**src/inc/dpsa_consts.svh**
```systemverilog
// Constants for the dual-port serial arbiter: timing counts and widths.
// Assumes a 200 MHz system clock; included by bare name.
`ifndef DPSA_CONSTS_SVH
`define DPSA_CONSTS_SVH
`define DPSA_CLK_MHZ 200
`define DPSA_SETTLE_MS 123
`define DPSA_SETTLE_TOL_MS 2
// Settle count: nominal time in cycles, inside the tolerance band
`define DPSA_SETTLE_CYC (`DPSA_SETTLE_MS * 1000 * `DPSA_CLK_MHZ)
`define DPSA_PDH_US 30
`define DPSA_PDH_CYC (`DPSA_PDH_US * `DPSA_CLK_MHZ)
`define DPSA_PDL_US 120
`define DPSA_PDL_CYC (`DPSA_PDL_US * `DPSA_CLK_MHZ)
`define DPSA_RSTL_US 480
// Least reset low time, rounded up to cycles
`define DPSA_RSTL_CYC (`DPSA_RSTL_US * `DPSA_CLK_MHZ)
`define DPSA_CNT_W 25
`define DPSA_BYTE_W 8
`define DPSA_BIT_W 3
`endif

```
**src/inc/dpsa_pkg.sv**
```systemverilog
// Types for the dual-port serial arbiter.
// Assumes nothing beyond a SystemVerilog compiler.
package dpsa_pkg;
  typedef enum logic [1:0] {GRANT_NONE, GRANT_THREE, GRANT_SINGLE} dpsa_grant_t;
  typedef enum logic [2:0] {SW_IDLE, SW_RESET_LOW, SW_WAIT_HIGH, SW_PRESENCE, SW_ARMED, SW_BUSY} dpsa_sw_t;
endpackage : dpsa_pkg

```
**src/logic/dpsa_arbiter.sv**
```systemverilog
// Three-wire serial port and first-come arbiter against a single-wire port.
// Assumes pins arrive asynchronous to clock; memory sits outside behind a byte port.
`timescale 1ns/1ps
`default_nettype none
`include "dpsa_consts.svh"
module dpsa_arbiter (
  input wire logic clock,
  input wire logic reset,
  input wire logic clockEnable,
  input wire logic selectPin,
  input wire logic serialClockPin,
  input wire logic dataIn,
  output logic dataOut,
  output logic dataOutEnable,
  input wire logic singleWireIn,
  output logic singleWireOutEnable,
  input wire logic supplyMarginOk,
  input wire logic oscillatorRunning,
  input wire logic threeWireOnly,
  output logic rxByteValid,
  output logic [7:0] rxByte,
  output logic rxFirst,
  input wire logic [7:0] txByte,
  input wire logic txReading,
  output logic txByteTaken,
  output logic transferEnd,
  output logic [1:0] grant,
  output logic accessAllowed,
  output logic singleWireGranted,
  output logic singleWireDenied,
  output logic eventCountPulse
);
  // ************************************************
  // Synchronisers
  // ************************************************
  logic [1:0] selSync, sclkSync, swSync;
  logic selQ, sclkQ, swQ;
  always_ff @(posedge clock) begin
    if (reset) begin
      selSync <= 2'h0;
      sclkSync <= 2'h0;
      swSync <= 2'h3;
      selQ <= 1'b0;
      sclkQ <= 1'b0;
      swQ <= 1'b1;
    end else if (clockEnable) begin
      selSync <= {selSync[0], selectPin};
      sclkSync <= {sclkSync[0], serialClockPin};
      swSync <= {swSync[0], singleWireIn};
      selQ <= selSync[1];
      sclkQ <= sclkSync[1];
      swQ <= swSync[1];
    end
  end
  logic sel, sclk, sw, dqIn;
  assign sel = selSync[1];
  assign sclk = sclkSync[1];
  assign sw = swSync[1];
  logic [1:0] dqSync;
  always_ff @(posedge clock) begin
    if (reset) dqSync <= 2'h0;
    else if (clockEnable) dqSync <= {dqSync[0], dataIn};
  end
  assign dqIn = dqSync[1];
  logic selRise, selFall, sclkRise, sclkFall, swFall, swRise;
  assign selRise = sel & ~selQ;
  assign selFall = ~sel & selQ;
  assign sclkRise = sclk & ~sclkQ;
  assign sclkFall = ~sclk & sclkQ;
  assign swFall = ~sw & swQ;
  assign swRise = sw & ~swQ;

  // ************************************************
  // Supply gate and settle timer
  // ************************************************
  logic [`DPSA_CNT_W-1:0] settleCount;
  logic settled;
  always_ff @(posedge clock) begin
    if (reset) begin
      settleCount <= '0;
      settled <= 1'b0;
    end else if (clockEnable) begin
      if (!supplyMarginOk) begin
        settleCount <= '0;
        settled <= 1'b0;
      end else if (!oscillatorRunning) begin
        settled <= 1'b1;
      end else if (settleCount == `DPSA_CNT_W'(`DPSA_SETTLE_CYC - 1)) begin
        settled <= 1'b1;
      end else if (!settled) begin
        settleCount <= settleCount + `DPSA_CNT_W'(1);
      end
    end
  end
  // Three-wire port stays locked until one single-wire reset after power-up
  logic swEnabled;
  assign accessAllowed = supplyMarginOk & settled;

  // ************************************************
  // Single-wire reset and presence
  // ************************************************
  dpsa_pkg::dpsa_sw_t swState;
  logic [`DPSA_CNT_W-1:0] swCount;
  always_ff @(posedge clock) begin
    if (reset) begin
      swState <= dpsa_pkg::SW_IDLE;
      swCount <= '0;
      swEnabled <= 1'b0;
    end else if (clockEnable) begin
      case (swState)
        dpsa_pkg::SW_PRESENCE: begin
          if (swCount == `DPSA_CNT_W'(`DPSA_PDL_CYC - 1)) begin
            swState <= dpsa_pkg::SW_ARMED;
            swEnabled <= 1'b1;
          end
          swCount <= swCount + `DPSA_CNT_W'(1);
        end
        dpsa_pkg::SW_WAIT_HIGH: begin
          if (swCount == `DPSA_CNT_W'(`DPSA_PDH_CYC - 1)) begin
            swState <= dpsa_pkg::SW_PRESENCE;
            swCount <= '0;
          end else begin
            swCount <= swCount + `DPSA_CNT_W'(1);
          end
        end
        dpsa_pkg::SW_RESET_LOW: begin
          if (swRise) begin
            swState <= (swCount >= `DPSA_CNT_W'(`DPSA_RSTL_CYC)) ? dpsa_pkg::SW_WAIT_HIGH : dpsa_pkg::SW_IDLE;
            swCount <= '0;
          end else if (swCount != {`DPSA_CNT_W{1'b1}}) begin
            swCount <= swCount + `DPSA_CNT_W'(1);
          end
        end
        dpsa_pkg::SW_BUSY: begin
          // Slots keep the exchange alive; only a reset-length low or loss of accessAllowed closes it
          if (swRise) begin
            if (swCount >= `DPSA_CNT_W'(`DPSA_RSTL_CYC)) swState <= dpsa_pkg::SW_WAIT_HIGH;
            swCount <= '0;
          end else if (!sw && swCount != {`DPSA_CNT_W{1'b1}}) begin
            swCount <= swCount + `DPSA_CNT_W'(1);
          end
        end
        default: begin
          // Idle or armed: a fall starts a reset pulse or, once armed, the exchange
          if (swFall) begin
            swState <= (swState == dpsa_pkg::SW_ARMED) ? dpsa_pkg::SW_BUSY : dpsa_pkg::SW_RESET_LOW;
            swCount <= '0;
          end
        end
      endcase
      if (!accessAllowed) begin
        swState <= dpsa_pkg::SW_IDLE;
      end
    end
  end
  assign singleWireOutEnable = (swState == dpsa_pkg::SW_PRESENCE);
  logic swActivates;
  assign swActivates = (swState == dpsa_pkg::SW_ARMED) & swFall;

  // ************************************************
  // Arbiter
  // ************************************************
  dpsa_pkg::dpsa_grant_t grantState;
  always_ff @(posedge clock) begin
    if (reset) begin
      grantState <= dpsa_pkg::GRANT_NONE;
    end else if (clockEnable) begin
      case (grantState)
        dpsa_pkg::GRANT_NONE: begin
          if (accessAllowed && selRise && swEnabled) grantState <= dpsa_pkg::GRANT_THREE;
          else if (accessAllowed && swActivates) grantState <= dpsa_pkg::GRANT_SINGLE;
        end
        dpsa_pkg::GRANT_THREE: if (selFall || !accessAllowed) grantState <= dpsa_pkg::GRANT_NONE;
        dpsa_pkg::GRANT_SINGLE: begin
          // Held through every slot; only the closing reset pulse or loss of accessAllowed leaves the busy state
          if (swState != dpsa_pkg::SW_BUSY || !accessAllowed) grantState <= dpsa_pkg::GRANT_NONE;
        end
        default: grantState <= dpsa_pkg::GRANT_NONE;
      endcase
    end
  end
  assign grant = grantState;
  logic threeOwns;
  assign threeOwns = (grantState == dpsa_pkg::GRANT_THREE) & sel;
  assign singleWireGranted = (grantState == dpsa_pkg::GRANT_SINGLE);
  // Denied single-wire: reads float high, so every returned bit is one
  assign singleWireDenied = (grantState == dpsa_pkg::GRANT_THREE) & (swState == dpsa_pkg::SW_BUSY);
  assign eventCountPulse = threeWireOnly & accessAllowed & swFall & (grantState != dpsa_pkg::GRANT_SINGLE);

  // ************************************************
  // Three-wire shifter
  // ************************************************
  logic [`DPSA_BIT_W-1:0] bitIndex;
  logic [`DPSA_BYTE_W-1:0] shiftIn, shiftOut;
  logic haveFirst, outBit, driving;
  always_ff @(posedge clock) begin
    if (reset) begin
      bitIndex <= '0;
      shiftIn <= 8'h00;
      shiftOut <= 8'h00;
      rxByte <= 8'h00;
      rxByteValid <= 1'b0;
      rxFirst <= 1'b0;
      txByteTaken <= 1'b0;
      transferEnd <= 1'b0;
      haveFirst <= 1'b0;
      outBit <= 1'b0;
      driving <= 1'b0;
    end else if (clockEnable) begin
      rxByteValid <= 1'b0;
      txByteTaken <= 1'b0;
      transferEnd <= selFall & (grantState == dpsa_pkg::GRANT_THREE);
      if (!threeOwns) begin
        bitIndex <= '0;
        shiftIn <= 8'h00;
        haveFirst <= 1'b0;
        driving <= 1'b0;
      end else if (sclkRise) begin
        shiftIn <= {dqIn, shiftIn[7:1]};
        bitIndex <= bitIndex + `DPSA_BIT_W'(1);
        if (bitIndex == `DPSA_BIT_W'(7)) begin
          rxByte <= {dqIn, shiftIn[7:1]};
          rxByteValid <= ~txReading;
          rxFirst <= ~haveFirst;
          haveFirst <= 1'b1;
        end
      end else if (sclkFall && txReading) begin
        // Load a fresh byte at each byte boundary, then shift LSB first
        if (bitIndex == `DPSA_BIT_W'(0)) begin
          outBit <= txByte[0];
          shiftOut <= {1'b0, txByte[7:1]};
          txByteTaken <= 1'b1;
        end else begin
          outBit <= shiftOut[0];
          shiftOut <= {1'b0, shiftOut[7:1]};
        end
        driving <= 1'b1;
      end else if (sclk) begin
        driving <= 1'b0;
      end
    end
  end
  assign dataOut = outBit;
  // Gate with live synchronised levels so release needs no extra cycle
  assign dataOutEnable = driving & threeOwns & ~sclk & txReading;
endmodule : dpsa_arbiter
`default_nettype wire

```
**config.mk**
```make
export PLATFORM = sky130hd
export DESIGN_NAME = dpsa_arbiter
export DESIGN_NICKNAME = d
export VERILOG_FILES = /design/src/inc/dpsa_pkg.sv /design/src/logic/dpsa_arbiter.sv
export VERILOG_INCLUDE_DIRS = /design/src /design/src/inc
export SDC_FILE = /design/constraint.sdc
export NUM_CORES = 1
export LEC_CHECK = 0
export BUFFER_PORTS_ARGS = -buffer_cell sky130_fd_sc_hd__buf_2
export CAP_MARGIN = 0
export CORE_UTILIZATION = 56
export CTS_BUF_LIST = sky130_fd_sc_hd__clkbuf_4 sky130_fd_sc_hd__clkbuf_8
export CTS_CLUSTER_SIZE = 16
export DETAILED_ROUTE_END_ITERATION = 16
export GPL_ROUTABILITY_DRIVEN = 0
export HOLD_SLACK_MARGIN = 0.12
export MAX_ROUTING_LAYER = met4
export PLACE_DENSITY = 0.81
export SYNTH_ARGS = -nofsm -noshare
export SYNTH_HDL_FRONTEND = slang
export SYNTH_SLANG_ARGS = --single-unit
```
**constraint.sdc**
```tcl
create_clock -name clock -period 2.91 [get_ports clock]
set_clock_uncertainty 0.1 [all_clocks]
set_input_delay 0.291 -clock clock [delete_from_list [all_inputs] [get_ports clock]]
set_output_delay 0.291 -clock clock [all_outputs]
set_load 0.02 [all_outputs]
```
==> results.md <==
* Ys flop type: dfxtp_1
* Worst slew margin at between 40% and 50%
* Post-CTS Resized at 0
* Hold Path Depth at 3
* CTS tree: done
* Root Buffer Master: clkbuf_8
* Setup total negative slack at 0 ns
* Post-Synthesis Cells at about 610
* Multiplexer share of the synthesized area at 3.563%
* Fin. max-slew vios at 0
* Final #Nets at around 660
* Syn_area_per_cell at 8.362 um^2
* First DRT Iteration DRCs at 333
* Total number of vias at 4514
* Largest family of logic cells by synthesized area: simple AND/OR/NAND/NOR gates
* PortBufs at 39
* Worst-path clk slew at 0.11 ns
* Final setup vio count at 0
* Worst R2R Path Depth at 7
* Core Rows at 34
* Most frequent cell after synthesis: dfxtp_1
* Startpoint types: flop
* GRT Overall Usage at 25.24%
* Post-synthesis simple-gate area fraction at 25.80%
* Placed cells at 731
* FFs w/ async S/R, synth at 0%
* Initial Util at 58.11%
* Drt wl/cell at about 15 um
* Worst skew pair latency at 0.37 ns
* Distinct cells, synth at 68
* Vert. Die Dim at 97.36 um
* Final hold violation count at 0
* Worst Hold Class: in2reg
* CTS H-Tree Depth at 3
* Min Tclk post-route at 2.463 ns
* Synth Area in Adders at 1.474%
* DRT antenna net count at 0
* Post-synthesis xor/xnor area fraction at 4.128%
* Placement Cell Area at between 5000 and 6000 um^2
* Routed wire length at 11330 um
* Post-DP HPWL at 7849 um
* Kind of critical path: reg2reg
* Static leakage at 2.035 nW
* Required time worst endpoint at roughly 3 ns
* Clock Sink Count at 100
* Yosys warns at 0
* N_diodes at 0
* Post-synth top area share at 39.31%
* Syn nets at around 630
* Cell taking the most area after synthesis: dfxtp_1
* Critical path peak fanout at 13
* Maximum clock rate at around 410 MHz
* Die Area at 9479 um^2
* Global-route wire length before repair at 19570 um
* Number of global-route vias before repair at approximately 4.3k
* Post-DR vias/cell at 6.011
* Core area at approximately 8800 um^2
* Non-Filler Instances at 751
* EDFF count, synth at 0
* Layout cells sized above 1 at a little over an eighth
* Compound-cell area share of the yosys netlist at 20.93%
* TritonCTS Buffers at 9
* Largest net degree at the start of global routing at 54
* I/O pins at 40
* Worst Setup End Kind: flop
* Synth Cell Area at ~5100 um^2
* Status: finished, final reports clean
* Final instance area at 5550 um^2
* Area Overhead vs Synth at 8.993%
* Deepest clock path buffer count at 2
* Post-synth top cells: dfxtp_1 (100), nor2_1 (86), nand2_1 (56)
* Synth area leaders: dfxtp_1 (39%), nor2_1 (6.3%), a21oi_1 (4.3%)
* Drt pass-1 iters at 5
* Congestion Overflow GR at 0
* Slew @ Worst Pin at 0.8756 ns
* MaxCap Viol Count at 0
* IR drop worst, VDD at approximately 0.0003 V
* RSZ-0062 raised after global routing: no
* Initial antenna violation count at 0
* Die X at between 90 and 100 um
* Drt drc at 0
* Final period utilization at 84.62%
* #FFs+latches synth at 100
* Register area share after synthesis at 39.31%
* P per Cell Area at about 430 nW/um^2
* Min Hold Slack at between 0.1 and 0.15 ns
* Flop2flop setup slack at roughly 0.45 ns
* Crit path DAT at around 2.6 ns
-- final cells by class --
type,instances,area (um^2)
Inverter,18,67.56
Clock inverter,7,65.06
Fill cell,746,3213
Clock buffer,9,123.9
Sequential cell,100,2002
Timing Repair Buffer,53,310.3
Multi-Input combinational cell,456,2846
Tap cell,108,135.1
-- registers in the layout (all words and copies together), names as in the netlist, 2 cells and up --
signal / cells
settleCount: 25
shiftIn: 7
grant: 2
swState: 3
bitIndex: 3
swSync: 2
selSync: 2
swCount: 25
dqSync: 2
shiftOut: 7
rxByte: 8
sclkSync: 2
-- worst max-delay path: stages (launching register included) --
cell,delay [ns]
dfxtp_1,0.42
ha_1,0.20
and2_1,0.19
nand4_1,0.12
o21bai_1,0.71
mux2_2,0.41
a22oi_1,0.14
nor2_1,0.06
-- power breakdown --
group	internal (mW)	switching [mW]	total (mW)
Sequential	1.38	0.00959	1.39
Clock	0.334	0.535	0.870
Combinational	0.0488	0.0857	0.135
Total	1.76	0.631	2.39
-- per-stage QoR --
stage	util, %	power, mW	setup slack, ns
final	63.34	2.391	0.4474
after global routing	63.34	2.486	0.3395
after CTS	63.34	2.412	0.4855
after detailed placement	60.72	1.546	0.5114
after global placement	60.72	1.541	0.6105
after floorplan	-	1.510	0.8412
-- logic make-up after synthesis --
group / count (synthesis)
buffers and inverters: 53
multiplexers: 18
AO/OA/AOI/OAI: 146
flip-flops: 100
AND/OR/NAND/NOR: 262
XOR/XNOR: 24
adder cells (fa/ha/maj): 6
-- routing by layer --
layer	routed length, um	track usage, %
met5	0	-
met3	507	5.468
met1	5053	31.11
met2	5522	40.72
met4	244	9.163
-- final timing paths --
kind,from,end
worst max-delay path,settleCount[0],settleCount[1]
worst max register to register,settleCount[0],settleCount[1]
worst min register to register,rxByte[6],rxByte[6]
worst min-delay path,supplyMarginOk,settleCount[1]
-- repair_timing --
item,4_1_cts,5_1_grt
hold endpoints to repair,4,0
hold buffers,4,0
setup endpoints to repair,0,0
buffers inserted,0,0
-- layout by cell type, fill, tap and decap left out, drive strengths merged, types with 4 or more instances in the layout --
cell / n
a2111oi: 7
a211oi: 13
a21oi: 47
a22oi: 19
a31oi: 4
a41oi: 5
and2: 10
and3: 13
buf: 49
clkbuf: 9
dfxtp: 100
dlygate4sd3: 4
ha: 6
inv: 22
mux2i: 17
nand2: 57
nand2b: 9
nand3: 34
nand4: 12
nor2: 86
nor2b: 12
nor3: 7
nor4: 5
o21a: 4
o21ai: 17
o22ai: 8
o31ai: 4
xnor2: 17
xor2: 7
Note: power is estimated with default switching activity, not from simulation.
